File: config.mk
export PLATFORM = sky130hd
export DESIGN_NAME = sdh_search_top
export DESIGN_NICKNAME = d
export VERILOG_FILES = /design/src/inc/sdh_pkg.sv /design/src/rtl/sdh_cdb_decode.sv /design/src/rtl/sdh_field_cmp.sv /design/src/rtl/sdh_search_top.sv
export VERILOG_INCLUDE_DIRS = /design/src /design/src/inc
export SDC_FILE = /design/constraint.sdc
export NUM_CORES = 2
export LEC_CHECK = 0
export BUFFER_PORTS_ARGS = -buffer_cell sky130_fd_sc_hd__buf_2
export CAP_MARGIN = 20
export CELL_PAD_IN_SITES_DETAIL_PLACEMENT = 1
export CELL_PAD_IN_SITES_GLOBAL_PLACEMENT = 1
export CORE_MARGIN = 2
export CORE_UTILIZATION = 49
export CTS_CLUSTER_SIZE = 10
export DETAILED_ROUTE_END_ITERATION = 16
export PLACE_DENSITY_LB_ADDON = 0.15
export SETUP_SLACK_MARGIN = 0.05
export SYNTH_ARGS = -nofsm -noshare
export SYNTH_HDL_FRONTEND = slang
export SYNTH_HIERARCHICAL = 1
export SYNTH_SLANG_ARGS = --single-unit
File: constraint.sdc
create_clock -name I_SYS_CLK -period 47.8 [get_ports I_SYS_CLK]
set_clock_uncertainty 0.05 [all_clocks]
set_input_delay 2.39 -clock I_SYS_CLK [delete_from_list [all_inputs] [get_ports I_SYS_CLK]]
set_output_delay 2.39 -clock I_SYS_CLK [all_outputs]
set_load 0.02 [all_outputs]
File: src/inc/sdh_regs.svh
// Purpose: constants for the greater-or-equal data search command
// Assumes: ten-byte command block, bytes numbered from 0
// Notes: status and sense codes as sent on the bus
`ifndef SDH_REGS_SVH
`define SDH_REGS_SVH

// command block fields
`define SDH_OPCODE 8'h30
`define SDH_LUN_MSB 7
`define SDH_LUN_LSB 5
`define SDH_NEG_BIT 4
`define SDH_LAYOUT_MSB 3
`define SDH_LAYOUT_LSB 2
`define SDH_SPAN_BIT 1
`define SDH_REL_BIT 0
`define SDH_RETRY_BIT 7
`define SDH_FLAG_BIT 1
`define SDH_LINK_BIT 0

// status codes
`define SDH_ST_GOOD 8'h00
`define SDH_ST_CHECK 8'h02
`define SDH_ST_COND_MET 8'h04
`define SDH_ST_INTER_MET 8'h14

// sense keys
`define SDH_KEY_NO_SENSE 4'h0
`define SDH_KEY_ILLEGAL 4'h5
`define SDH_KEY_EQUAL 4'hc

// sizes
`define SDH_BLOCK_BYTES 512
`define SDH_PAT_BYTES 4
`define SDH_NUM_FIELDS 2
`define SDH_MAX_BLOCKS 256

`endif

File: src/inc/sdh_pkg.sv
// Purpose: types for the data search command
// Assumes: sdh_regs.svh supplies the sizes
// Notes: pattern bytes are left aligned, first byte in the top lane
`include "sdh_regs.svh"
package sdh_pkg;

  typedef struct packed {
    logic ok;
    logic [2:0] lun;
    logic negated_match_flag;
    logic [1:0] layout;
    logic spanned_records_flag;
    logic relative_block_addressing;
    logic [31:0] lba;
    logic [15:0] blocks;
    logic error_retry_bit;
    logic flag;
    logic link;
  } sdh_cmd_type;

  typedef struct packed {
    logic [31:0] rec_size;
    logic [31:0] first_off;
    logic [31:0] rec_count;
  } sdh_param_type;

  typedef struct packed {
    logic [31:0] disp;
    logic [15:0] size;
    logic [`SDH_PAT_BYTES*8-1:0] pattern;
  } sdh_field_type;

  typedef struct packed {
    logic [3:0] key;
    logic valid_address_indicator;
    logic [31:0] info;
    logic [31:0] rec_off;
  } sdh_sense_type;

  typedef enum logic [4:0] {
    ST_IDLE = 5'h01,
    ST_PARAM = 5'h02,
    ST_REQ = 5'h04,
    ST_DATA = 5'h08,
    ST_END = 5'h10
  } sdh_state_type;

endpackage

File: src/rtl/sdh_cdb_decode.sv
// Purpose: splits the ten command block bytes into fields
// Assumes: byte 0 at bits 79:72
// Notes: purely combinational
`timescale 1ns/1ps
`include "sdh_regs.svh"
module sdh_cdb_decode
  import sdh_pkg::*;
(
  // command block
  input wire logic [79:0] i_cdb,
  // decoded fields
  output sdh_cmd_type o_cmd
);
  function automatic logic [7:0] cdb_byte(input logic [79:0] c, input int n);
    cdb_byte = c[79-8*n -: 8];
  endfunction

  logic [7:0] b1;
  logic [7:0] b9;

  always_comb
  begin
    b1 = cdb_byte(i_cdb, 1);
    b9 = cdb_byte(i_cdb, 9);
    o_cmd.ok = (cdb_byte(i_cdb, 0) == `SDH_OPCODE);

    o_cmd.lun = b1[`SDH_LUN_MSB:`SDH_LUN_LSB];
    o_cmd.negated_match_flag = b1[`SDH_NEG_BIT];
    o_cmd.layout = b1[`SDH_LAYOUT_MSB:`SDH_LAYOUT_LSB];
    o_cmd.spanned_records_flag = b1[`SDH_SPAN_BIT];
    o_cmd.relative_block_addressing = b1[`SDH_REL_BIT];
    o_cmd.lba = {cdb_byte(i_cdb, 2), cdb_byte(i_cdb, 3), cdb_byte(i_cdb, 4),
                 cdb_byte(i_cdb, 5)};
    o_cmd.blocks = {cdb_byte(i_cdb, 7), cdb_byte(i_cdb, 8)};
    o_cmd.error_retry_bit = b9[`SDH_RETRY_BIT];
    o_cmd.flag = b9[`SDH_FLAG_BIT];
    o_cmd.link = b9[`SDH_LINK_BIT];
  end
endmodule

File: src/rtl/sdh_field_cmp.sv
// Purpose: compares one argument field against record bytes
// Assumes: bytes of a record arrive in order, most significant first
// Notes: pattern bytes past PAT_BYTES compare against zero
`timescale 1ns/1ps
module sdh_field_cmp
  import sdh_pkg::*;
#(
  parameter int PAT_BYTES = 4
)
(
  // clock and reset
  input wire logic i_clk,
  input wire logic i_rst_n,
  // record byte stream
  input wire logic i_start,
  input wire logic i_en,
  input wire logic [31:0] i_pos,
  input wire logic [7:0] i_byte,
  input sdh_field_type i_field,
  // result including the current byte
  output logic o_ge,
  output logic o_eq
);
  logic lt;
  logic gt;
  logic next_lt;
  logic next_gt;
  logic [31:0] k;
  logic [7:0] pbyte;

  always_comb
  begin
    next_lt = i_start ? 1'b0 : lt;
    next_gt = i_start ? 1'b0 : gt;
    k = i_pos - i_field.disp;
    pbyte = 8'h00;
    if (k < PAT_BYTES)
    begin
      pbyte = i_field.pattern[PAT_BYTES*8-1-8*k[7:0] -: 8];
    end
    if (i_en && i_pos >= i_field.disp && k < {16'h0000, i_field.size} && !next_lt && !next_gt)
    begin
      next_gt = i_byte > pbyte;
      next_lt = i_byte < pbyte;
    end
    o_ge = !next_lt;
    o_eq = !next_lt && !next_gt;
  end

  always_ff @(posedge i_clk or negedge i_rst_n)
  begin
    if (!i_rst_n)
    begin
      lt <= 1'b0;
      gt <= 1'b0;
    end
    else if (i_en)
    begin
      lt <= next_lt;
      gt <= next_gt;
    end
  end
endmodule

File: src/rtl/sdh_search_top.sv
// Purpose: executes the greater-or-equal data search command
// Assumes: disk bytes stream per block after a block read pulse
// Notes: status and sense are registered, one result per command
//
// Contract
// opcode 30h selects this search
// match when record data >= argument
// parameter list follows the command block
// byte 1 holds unit, flags, layout
// initiator sends address MSB first, byte6 zero
// block count from bytes 7 and 8
// may disconnect during search if enabled
// linked success fetches next, relative to match
// linked miss breaks chain, ending status
// unlinked success ends with condition met
// sense key equal on exact, else none
// valid address set, info holds match block
// record offset in first additional sense bytes
// miss gives no sense, valid cleared
// negated match flag is reported
// layout 0 fixed, else length prefix
// spanned records may cross blocks
// skip leftover space smaller than record
// relative address adds signed offset
// relative without prior access is illegal
// flag with link requests interrupt
// link chains next, status per command
// stop on record or block count exhausted
// first offset only in first block
// all fields must match in one record
// field displacement from record start
// relative addressing from byte 1 bit 0
`timescale 1ns/1ps
`include "sdh_regs.svh"
module sdh_search_top
  import sdh_pkg::*;
#(
  parameter int BLOCK_BYTES = `SDH_BLOCK_BYTES,
  parameter int PAT_BYTES = `SDH_PAT_BYTES,
  parameter int NUM_FIELDS = `SDH_NUM_FIELDS
)
(
  // clock and reset
  input wire logic I_SYS_CLK,
  input wire logic I_RESETN,
  // command block and parameter list
  input wire logic I_CDB_VALID,
  input wire logic [79:0] I_CDB,
  input wire logic I_PARAM_VALID,
  input sdh_param_type I_PARAM,
  input sdh_field_type [NUM_FIELDS-1:0] I_FIELDS,
  input wire logic I_DISC_ENABLE,
  // disk data
  input wire logic I_DISK_VALID,
  input wire logic [7:0] I_DISK_BYTE,
  output logic O_DISK_READY,
  output logic O_BLK_RD,
  output logic [31:0] O_BLK_LBA,
  // status and sense
  output logic O_BUSY,
  output logic O_DISCONNECT,
  output logic O_STATUS_VALID,
  output logic [7:0] O_STATUS,
  output logic O_FETCH_NEXT,
  output logic O_LINK_IRQ,
  output logic O_NEGATED_MATCH,
  output sdh_sense_type O_SENSE
);
  // pattern lanes are fixed by the field struct
  if (BLOCK_BYTES < 1 || BLOCK_BYTES > 65536 || PAT_BYTES != `SDH_PAT_BYTES ||
      NUM_FIELDS < 1)
  begin : gen_bad_params
    $error("sdh_search_top: unsupported parameters");
  end

  function automatic logic [31:0] prefix_len(input logic [1:0] layout);
    case (layout)
      2'h1: prefix_len = 32'h1;
      2'h2: prefix_len = 32'h2;
      default: prefix_len = 32'h4;
    endcase
  endfunction

  localparam logic [31:0] BLK = 32'(BLOCK_BYTES);

  logic rst_meta;
  logic rst_n;
  always_ff @(posedge I_SYS_CLK or negedge I_RESETN)
  begin
    if (!I_RESETN)
    begin
      rst_meta <= 1'b0;
      rst_n <= 1'b0;
    end
    else
    begin
      rst_meta <= 1'b1;
      rst_n <= rst_meta;
    end
  end

  sdh_cmd_type dec;
  sdh_cdb_decode u_dec (
    .i_cdb(I_CDB),
    .o_cmd(dec)
  );

  sdh_state_type state, next_state;
  sdh_cmd_type cmd, next_cmd;
  sdh_param_type prm, next_prm;
  sdh_field_type [NUM_FIELDS-1:0] fld, next_fld;
  sdh_sense_type sense, next_sense;
  logic [31:0] lba, next_lba;
  logic [31:0] blk_pos, next_blk_pos;
  logic [31:0] rec_pos, next_rec_pos;
  logic [31:0] rec_len, next_rec_len;
  logic [31:0] rec_left, next_rec_left;
  logic [15:0] blk_left, next_blk_left;
  logic [31:0] rec_lba, next_rec_lba;
  logic [31:0] rec_off, next_rec_off;
  logic first, next_first;
  logic skip, next_skip;
  logic found, next_found;
  logic exact, next_exact;
  logic err, next_err;
  logic chain, next_chain;
  logic last_valid, next_last_valid;
  logic [2:0] last_lun, next_last_lun;
  logic [31:0] last_lba, next_last_lba;
  logic status_valid, next_status_valid;
  logic [7:0] status, next_status;
  logic fetch, next_fetch;
  logic irq, next_irq;

  logic take;
  logic rec_start;
  logic cmp_en;
  logic [31:0] acc_len;
  logic rec_end;
  logic [NUM_FIELDS-1:0] ge;
  logic [NUM_FIELDS-1:0] eq;

  genvar g;
  generate
    for (g = 0; g < NUM_FIELDS; g++)
    begin : gen_cmp
      sdh_field_cmp #(.PAT_BYTES(PAT_BYTES)) u_cmp (
        .i_clk(I_SYS_CLK),
        .i_rst_n(rst_n),
        .i_start(rec_start),
        .i_en(cmp_en),
        .i_pos(rec_pos),
        .i_byte(I_DISK_BYTE),
        .i_field(fld[g]),
        .o_ge(ge[g]),
        .o_eq(eq[g])
      );
    end
  endgenerate

  // byte classification
  always_comb
  begin
    take = (state == ST_DATA) && I_DISK_VALID;
    rec_start = 1'b0;
    cmp_en = 1'b0;
    if (take && !skip && !(first && blk_pos < prm.first_off))
    begin
      rec_start = (rec_pos == 32'h0);

      cmp_en = !(rec_start && !cmd.spanned_records_flag && (BLK - blk_pos) < prm.rec_size);
    end

    acc_len = (rec_pos < prefix_len(cmd.layout)) ? {rec_len[23:0], I_DISK_BYTE} : rec_len;
    if (cmd.layout == 2'h0)
    begin
      rec_end = (rec_pos + 32'h1) >= prm.rec_size;
    end
    else
    begin
      rec_end = (rec_pos + 32'h1) >= prefix_len(cmd.layout) && (rec_pos + 32'h1) >= acc_len;
    end
  end

  always_comb
  begin
    next_state = state;
    next_cmd = cmd;
    next_prm = prm;
    next_fld = fld;
    next_sense = sense;
    next_lba = lba;
    next_blk_pos = blk_pos;
    next_rec_pos = rec_pos;
    next_rec_len = rec_len;
    next_rec_left = rec_left;
    next_blk_left = blk_left;
    next_rec_lba = rec_lba;
    next_rec_off = rec_off;
    next_first = first;
    next_skip = skip;
    next_found = found;
    next_exact = exact;
    next_err = err;
    next_chain = chain;
    next_last_valid = last_valid;
    next_last_lun = last_lun;
    next_last_lba = last_lba;
    next_status_valid = 1'b0;
    next_status = status;
    next_fetch = 1'b0;
    next_irq = 1'b0;
    case (state)
      ST_IDLE:
      begin
        if (I_CDB_VALID)
        begin
          next_cmd = dec;
          next_found = 1'b0;
          next_exact = 1'b0;
          next_err = 1'b0;
          next_state = ST_PARAM;
          if (!dec.ok)
          begin
            next_err = 1'b1;
            next_state = ST_END;
          end
          else if (dec.relative_block_addressing)
          begin

            if (!(chain && last_valid && last_lun == dec.lun))
            begin
              next_err = 1'b1;
              next_state = ST_END;
            end
            next_lba = last_lba + dec.lba;
          end
          else
          begin
            next_lba = dec.lba;
          end
          next_blk_left = dec.blocks;
        end
      end
      ST_PARAM:
      begin
        if (I_PARAM_VALID)
        begin
          next_prm = I_PARAM;
          next_fld = I_FIELDS;
          next_rec_left = I_PARAM.rec_count;
          next_first = 1'b1;
          next_skip = 1'b0;
          next_blk_pos = 32'h0;
          next_rec_pos = 32'h0;
          next_rec_len = 32'h0;

          next_state = (blk_left == 16'h0 || I_PARAM.rec_count == 32'h0) ? ST_END : ST_REQ;
        end
      end
      ST_REQ:
      begin
        next_state = ST_DATA;
      end
      ST_DATA:
      begin
        if (take)
        begin
          if (rec_start && !cmp_en)
          begin
            next_skip = 1'b1;
          end
          if (cmp_en)
          begin
            if (rec_start)
            begin
              next_rec_lba = lba;
              next_rec_off = blk_pos;
            end
            next_rec_len = acc_len;
            next_rec_pos = rec_pos + 32'h1;
            if (rec_end)
            begin
              next_rec_pos = 32'h0;
              next_rec_len = 32'h0;
              if (&ge)
              begin
                next_found = 1'b1;
                next_exact = &eq;
                next_state = ST_END;
              end
              else
              begin
                next_rec_left = rec_left - 32'h1;
                if (rec_left == 32'h1)
                begin
                  next_state = ST_END;
                end
              end
            end
          end
          next_blk_pos = blk_pos + 32'h1;
          if (blk_pos == BLK - 32'h1)
          begin
            next_blk_pos = 32'h0;
            next_lba = lba + 32'h1;
            next_first = 1'b0;
            next_skip = 1'b0;
            next_blk_left = blk_left - 16'h1;
            if (!cmd.spanned_records_flag)
            begin
              next_rec_pos = 32'h0;
              next_rec_len = 32'h0;
            end
            if (next_state == ST_DATA)
            begin
              next_state = (blk_left == 16'h1) ? ST_END : ST_REQ;
            end
          end
        end
      end
      ST_END:
      begin
        next_status_valid = 1'b1;
        next_state = ST_IDLE;
        if (err)
        begin
          next_status = `SDH_ST_CHECK;
          next_sense = '0;
          next_sense.key = `SDH_KEY_ILLEGAL;
          next_chain = 1'b0;
          next_last_valid = 1'b0;
        end
        else if (found)
        begin

          next_sense.key = exact ? `SDH_KEY_EQUAL : `SDH_KEY_NO_SENSE;
          next_sense.valid_address_indicator = 1'b1;
          next_sense.info = rec_lba;
          next_sense.rec_off = rec_off;
          next_last_valid = 1'b1;
          next_last_lun = cmd.lun;
          next_last_lba = rec_lba;
          if (cmd.link)
          begin
            next_status = `SDH_ST_INTER_MET;
            next_fetch = 1'b1;
            next_irq = cmd.flag;
            next_chain = 1'b1;
          end
          else
          begin
            next_status = `SDH_ST_COND_MET;
            next_chain = 1'b0;
          end
        end
        else
        begin
          next_sense = '0;
          next_sense.key = `SDH_KEY_NO_SENSE;
          next_status = `SDH_ST_GOOD;
          next_chain = 1'b0;
          next_last_valid = 1'b0;
        end
      end
      default:
      begin
        next_state = ST_IDLE;
      end
    endcase
  end

  always_ff @(posedge I_SYS_CLK or negedge rst_n)
  begin
    if (!rst_n)
    begin
      state <= ST_IDLE;
      cmd <= '0;
      prm <= '0;
      fld <= '0;
      sense <= '0;
      lba <= 32'h0;
      blk_pos <= 32'h0;
      rec_pos <= 32'h0;
      rec_len <= 32'h0;
      rec_left <= 32'h0;
      blk_left <= 16'h0;
      rec_lba <= 32'h0;
      rec_off <= 32'h0;
      first <= 1'b0;
      skip <= 1'b0;
      found <= 1'b0;
      exact <= 1'b0;
      err <= 1'b0;
      chain <= 1'b0;
      last_valid <= 1'b0;
      last_lun <= 3'h0;
      last_lba <= 32'h0;
      status_valid <= 1'b0;
      status <= 8'h00;
      fetch <= 1'b0;
      irq <= 1'b0;
    end
    else
    begin
      state <= next_state;
      cmd <= next_cmd;
      prm <= next_prm;
      fld <= next_fld;
      sense <= next_sense;
      lba <= next_lba;
      blk_pos <= next_blk_pos;
      rec_pos <= next_rec_pos;
      rec_len <= next_rec_len;
      rec_left <= next_rec_left;
      blk_left <= next_blk_left;
      rec_lba <= next_rec_lba;
      rec_off <= next_rec_off;
      first <= next_first;
      skip <= next_skip;
      found <= next_found;
      exact <= next_exact;
      err <= next_err;
      chain <= next_chain;
      last_valid <= next_last_valid;
      last_lun <= next_last_lun;
      last_lba <= next_last_lba;
      status_valid <= next_status_valid;
      status <= next_status;
      fetch <= next_fetch;
      irq <= next_irq;
    end
  end

  // outputs
  assign O_DISK_READY = (state == ST_DATA);
  assign O_BLK_RD = (state == ST_REQ);
  assign O_BLK_LBA = lba;
  assign O_BUSY = (state != ST_IDLE);
  assign O_DISCONNECT = I_DISC_ENABLE && (state == ST_REQ || state == ST_DATA);
  assign O_STATUS_VALID = status_valid;
  assign O_STATUS = status;
  assign O_FETCH_NEXT = fetch;
  assign O_LINK_IRQ = irq;
  assign O_NEGATED_MATCH = cmd.negated_match_flag;
  assign O_SENSE = sense;
endmodule

# [Yosys cells after proc, flatten, opt, wreduce, memory -nomap -nowiden]
# Index checks and enable logic that the tools add are counted.
[word_totals] ff_bits=606 input_bits=350 out_inout_bits=117 word_cells=261
[classes] add_sub_neg=11 magnitude_cmp=16 eq_ne=24 shift=2 n_mux=105 bitwise=1 reduce_logical=56
[ops] operator="$mux W32" count=25
[ops] operator="$pmux W32 S2" count=5
[ops] operator="$ge A32 B32 Y1" count=5
[ops] operator="$mux W69" count=2
[ops] operator="$add A32 B1 Y32 const B" count=3
[ops] operator="$lt A32 B32 Y1" count=3
[ops] operator="$mux W5" count=17
[ops] operator="$shiftx A39 B33 Y8" count=2
[ops] operator="$logic_not A32 Y1" count=2
[ops] operator="$lt A32 B16 Y1" count=2
[ops] operator="$lt A32 B3 Y1 const B" count=2
[ops] operator="$sub A32 B32 Y32" count=2
[ops] operator="$mux W16" count=3
[ops] operator="$mux W1" count=41
[ops] operator="$add A32 B32 Y32" count=1
[ops] operator="$eq A32 B1 Y1 const B" count=1
[ops] operator="$eq A32 B9 Y1 const B" count=1
[ops] operator="$mux W8" count=4
[ops] operator="$pmux W16 S2" count=1
[ops] operator="$sub A10 B32 Y32 const A" count=1
[ops] operator="$sub A32 B1 Y32 const B" count=1
[ops] operator="$sub A5 B11 Y12 const A" count=2
[ops] operator="$logic_and A1 B1 Y1" count=21
[ops] operator="$pmux W5 S4" count=1
[ops] operator="other kinds (31)" count=67

# [Depth between registers and ports, before layout]
[logic_depth] depth_word=22 ltp_mapped=27 ltp_nobuf=27

# [Hierarchy]
# Netlist, hierarchy kept.
[by_module_without_submodules] module="sdh_search_top" n_inst=1 cells_each=3348 area_per_inst_um2=31143.6 seq_area_each_um2=14815.5
[by_module_without_submodules] module="sdh_field_cmp" n_inst=2 cells_each=443 area_per_inst_um2=3057.9 seq_area_each_um2=50.0
[by_module_without_submodules] module="sdh_cdb_decode" n_inst=1 cells_each=62 area_per_inst_um2=466.7 seq_area_each_um2=0.0

# [Worst setup path after synthesis]
# No wires, ideal clock.
[synth_timing] path_kind="register -> register" startpoint="reg blk_pos[15]" endpoint="reg rec_left[10]" setup_time_ns=0.139 arrival_ns=5.998 required_time_ns=47.611 path_slack_ns=41.613 stages_incl_launch_ff=27 synth_period_minus_slack_ns=6.187 cell_sequence="dfrtp_1 > clkbuf_1 > or4_1 > or3_1 > nor4_1 > and2b_1 > nand2_1 > or3_1 > nor3_1 > xnor2_1 > ha_1 > nand4_1 > or3_1 > nor2_1 > nand2_1 > o2111ai_1 > and2_1 > clkbuf_1 > nor3b_1 > o21ai_0 > or4_1 > a2bb2oi_1 > nand2_1 > a31oi_1 > clkbuf_1 > o311ai_0 > o21ai_0"
[synth_between] elab_chain_cells=14 word_cells_on_any_way=34 classes_between="1 x add/sub; 2 x order compare; 2 x eq/ne; 8 x mux; 21 x reduce/logical"
[synth_lines] item="start, declared" line_no="sdh_search_top.sv:114" text="logic [31:0] blk_pos, next_blk_pos;"
[synth_lines] item="start signal, assigned" line_no="sdh_search_top.sv:412" text="blk_pos <= next_blk_pos;"
[synth_lines] item="$sub A10 B32 Y32 / $lt A32 B32 Y1 (equally long branches)" line_no="sdh_search_top.sv:171, sdh_search_top.sv:167"
[synth_lines] item="$lt A32 B32 Y1 / $logic_and A1 B1 Y1 (equally long branches)" line_no="sdh_search_top.sv:171, sdh_search_top.sv:167"
[synth_lines] item="$logic_and A1 B1 Y1 / $logic_not A1 Y1 (equally long branches)" line_no="sdh_search_top.sv:171, sdh_search_top.sv:167"
[synth_lines] item="$logic_not A1 Y1 / $logic_and A1 B1 Y1 (equally long branches)" line_no="sdh_search_top.sv:171, sdh_search_top.sv:167"
[synth_lines] item="$mux W1 (*)" line_no="sdh_search_top.sv:167" text="if (take && !skip && !(first && blk_pos < prm.first_off))"
[synth_lines] item="via cmp_en" line_no="sdh_search_top.sv:137" text="logic cmp_en;"
[synth_lines] item="$logic_and A1 B1 Y1 (*) (4 in series)" line_no="sdh_field_cmp.sv:41" text="if (i_en && i_pos >= i_field.disp && k < {16'h0000, i_field.size} && !next_lt && !next_gt)"
[synth_lines] item="$mux W1 (*)" line_no="sdh_field_cmp.sv:41"
[synth_lines] item="$logic_not A1 Y1 (*)" line_no="sdh_field_cmp.sv:46" text="o_ge = !next_lt;"
[synth_lines] item="via ge[0]" line_no="sdh_search_top.sv:140" text="logic [NUM_FIELDS-1:0] ge;"
[synth_lines] item="$reduce_and A2 Y1 (*)" line_no="sdh_search_top.sv:286" text="if (&ge)"
[synth_lines] item="$ne A2 B2 Y1 (no source line) (*)"
[synth_lines] item="$reduce_and A6 Y1 (no source line) (*)"
[synth_lines] item="end signal, assigned" line_no="sdh_search_top.sv:415" text="rec_left <= next_rec_left;"
[synth_lines] item="end, declared" line_no="sdh_search_top.sv:117" text="logic [31:0] rec_left, next_rec_left;"
# The timed path passes the listed nets; every way through them passes the cells marked *.
# A chain may end at the register's enable or synchronous reset.

# [Worst setup path in the final report]
[layout_timing] startpoint="reg rec_pos[0]" endpoint="reg rec_left[1]"
[layout_between] elab_chain_cells=14 word_cells_on_any_way=55 classes_between="5 x add/sub; 12 x order compare; 3 x eq/ne; 2 x shift; 12 x mux; 21 x reduce/logical"
[layout_lines] item="start, declared" line_no="sdh_search_top.sv:115" text="logic [31:0] rec_pos, next_rec_pos;"
[layout_lines] item="start signal, assigned" line_no="sdh_search_top.sv:413" text="rec_pos <= next_rec_pos;"
[layout_lines] item="branches (longest 9 deep; another with $sub A32 B32 Y32)"
[layout_lines] item="$mux W1 (*)" line_no="sdh_field_cmp.sv:41"
[layout_lines] item="$logic_not A1 Y1 (*)" line_no="sdh_field_cmp.sv:46"
[layout_lines] item="via ge[0]" line_no="sdh_search_top.sv:140"
[layout_lines] item="$reduce_and A2 Y1 (*)" line_no="sdh_search_top.sv:286"
[layout_lines] item="$ne A2 B2 Y1 (no source line) (*)"
[layout_lines] item="$reduce_and A6 Y1 (no source line) (*)"
# Mark *: on every way through the listed nets, which the timed path passes.

==> results.sh <==
export IMPL_outcome="completed"
export IMPL_remaining_drc_errors=0
export IMPL_timing_hold_worst_class="flop to flop"
export IMPL_final_layout_size_suffix_gt1_frac=0.1613
export IMPL_post_cts_hold_buffer_count=0
export IMPL_placementRows=101
export IMPL_ir_drop_uv=29.24
export IMPL_regToRegStartpoint="rec_pos[0]$_DFFE_PN0P_"
export IMPL_total_number_of_vias=33740
export IMPL_finalSetupTns_ps=0
export IMPL_grt_max_degree=89
export IMPL_p_sw_uw=382.9
export IMPL_clkPwrFrac=0.415
export IMPL_grt_pass1_wl_um=199300
export IMPL_grt_pass1_vias=34760
export IMPL_cts_tree="done"
export IMPL_post_detail_place_hpwl_um=94380
export IMPL_dr_first_iter_drc_count=2234
export IMPL_worst_hold_depth=0
export IMPL_initial_core_util=0.4958
export IMPL_kind_of_critical_path="flop to flop"
export IMPL_synthToLayoutAreaGrowth_pct=12.59
export IMPL_fin_util=0.5582
export IMPL_post_route_min_period_ps=8334
export IMPL_io_pins=467
export IMPL_post_cts_repair_setup_buffers=0
export IMPL_worstReg2RegEnd="rec_left[1]$_DFFE_PN0P_"
export IMPL_finalCritPeriodShare=0.1743
export IMPL_critPathLaunchType="flop"
export IMPL_viasPerCell=5.969
export IMPL_dieHeight_um=281.4
export IMPL_finalHoldViolations=0
export IMPL_clk_pin_slew_worst_paths_ps=60
export IMPL_num_nets_final=5215
export IMPL_clk_path_buf_depth=3
export IMPL_clockRootBuffer="clkbuf_16"
export IMPL_slew_limit_headroom=0.2710
export IMPL_design_die_area_um2=79210
export IMPL_dp_cells=5526
export IMPL_max_cap_violations=0
export IMPL_hold_path_endpoint="rst_n$_DFF_PN0_"
export IMPL_worst_path_max_delay_cell="dfrtp_1"
export IMPL_ys_warn_count=6
export IMPL_finalWorstSetupSlack_ps=39470
export IMPL_final_instance_count_excl_fillers=5652
export IMPL_io_buffers=446
export IMPL_globalRouteOverflowTotal=0
export IMPL_avgSynthCellArea_um2=8.782
export IMPL_wl_um=127200
export IMPL_cts_made_buffers=74
export IMPL_min_from="rst_meta$_DFF_PN0_"
export IMPL_rsz0062_at_grt="no"
export IMPL_grt_antenna_before_repair=19
export IMPL_power_frac_seq=0.420
export IMPL_power_switching_fraction=0.2966
export IMPL_combinationalPowerShare=0.165
export IMPL_p_int_uw=908.2
export IMPL_core_area_um2=76080
export IMPL_clk_insertion_delay_late_ps=630
export IMPL_grt_use_total=0.3199
export IMPL_post_place_ws_ps=39280
export IMPL_reg2reg_setup_slack_ps=39470
export IMPL_p_total_mw=1.291
export IMPL_clock_tree_htree_level_count=3
export IMPL_worst_path_max_fanout=32
export IMPL_finalSetupViolations=0
export IMPL_p_leak_nw=21.92
export IMPL_synth_cell_area_um2=37720
export IMPL_ant_nets=0
export IMPL_crit_path_max_incr_delay_ps=670
export IMPL_synth_cells=4295
export IMPL_worst_endpoint_required_ps=48280
export IMPL_post_cts_resized=0
export IMPL_worst_ep_arrival_time_ps=8820
export IMPL_detailedRoute_firstPassIterationCount=5
export IMPL_achievable_frequency_mhz=120.0
export IMPL_count_of_clock_tree_sinks=596
export IMPL_place_gp_congestion=0.8936
export IMPL_chipWidth_um=281.4
export IMPL_timing_critical_path_to_type="flop"
export IMPL_rr_worst_depth=26
export IMPL_power_density_nw_per_um2=30.40
export IMPL_slew_worst_pin_ps=1093
export IMPL_routedWlPerCell_um=22.51
export IMPL_finalMaxSlewViolations=0
==> cell type report <==
cell class                 count  area (µm²)
inverter                     221       829.5
tap                         1030        1289
clock inverter                10       120.1
timing repair buffer         481        2515
antenna                        9       22.52
sequential                   596       14920
fill                        9110       33610
multi-input combinational   3201       20670
clock buffer                 104        2097
==> flip-flops by register name, summed over array words and instances (netlist names), 2 cells and up <==
register,count
state,5
blk_left,16
rec_lba,32
last_lba,32
O_SENSE,67
blk_pos,32
rec_len,32
gen_cmp.u_cmp/gt,2
fld,160
O_STATUS,2
cmd,8
O_BLK_LBA,32
rec_off,32
last_lun,3
rec_left,32
gen_cmp.u_cmp/lt,2
rec_pos,32
prm,64
==> critical path: cells and delay by family, from the launching register on <==
kind / cells / cell delay, ps
AO/OA/AOI/OAI: 10 / 3480
AND/OR/NAND/NOR: 9 / 2190
adder cells (fa/ha/maj): 3 / 970
buffers and inverters: 3 / 690
flip-flops: 1 / 670
multiplexers: 1 / 200
==> cell usage in the layout (no fill, tap or decap), types with 54 or more instances in the layout <==
cell type  instances
a21o_1            91
a21oi_1          242
a22o_1            92
buf_2            446
clkbuf_16         76
dfrtp_1          594
ha_1             287
inv_1            219
mux2_2           102
nand2_1          848
nand3_1           84
nand4_1           83
nor2_1           208
nor3_1            84
nor4_1            54
o21ai_0          259
xnor2_1           70
xor2_1            59
==> layer usage <==
layer	GRT usage	part of all wire	vias to the layer above
li1	-	-	15690
met1	0.4446	0.45	16970
met2	0.5174	0.47	829
met3	0.04276	0.047	230
met4	0.1035	0.030	20
met5	0	0.0011	-
==> per-stage QoR <==
| step | hold WS, ps | area (µm²) |
|---|---|---|
| final | 315.8 | 42470 |
| after global routing | 325.3 | 42460 |
| after CTS | 318.6 | 42400 |
| after detailed placement | 299.9 | 40180 |
| after global placement | 293.9 | 40180 |
| after floorplan | 281.2 | 37740 |
==> worst max path at each step <==
stage                                      start                       end  slack, ps  cells after the start
after floorplan                  rst_n$_DFF_PN0_  O_BLK_LBA[0]$_DFFE_PN0P_      29910                      0
after global placement    rec_pos[0]$_DFFE_PN0P_  rec_left[26]$_DFFE_PN0P_      39480                     25
after detailed placement  rec_pos[0]$_DFFE_PN0P_   rec_left[4]$_DFFE_PN0P_      39280                     25
after CTS                 rec_pos[0]$_DFFE_PN0P_   rec_left[2]$_DFFE_PN0P_      39200                     25
after global routing      rec_pos[0]$_DFFE_PN0P_   rec_left[1]$_DFFE_PN0P_      39000                     26
final                     rec_pos[0]$_DFFE_PN0P_   rec_left[1]$_DFFE_PN0P_      39470                     26
==> power groups by stage <==
stage | registers, mW | clock network, mW | logic (mW)
3_5_place_dp | 0.551 | 0 | 0.209
5_1_grt | 0.545 | 0.562 | 0.235
2_1_floorplan | 0.555 | 0 | 0.131
4_1_cts | 0.542 | 0.545 | 0.212
6_report | 0.543 | 0.535 | 0.213
3_3_place_gp | 0.550 | 0 | 0.203
No activity file was read; power rests on OpenSTA's default activity.
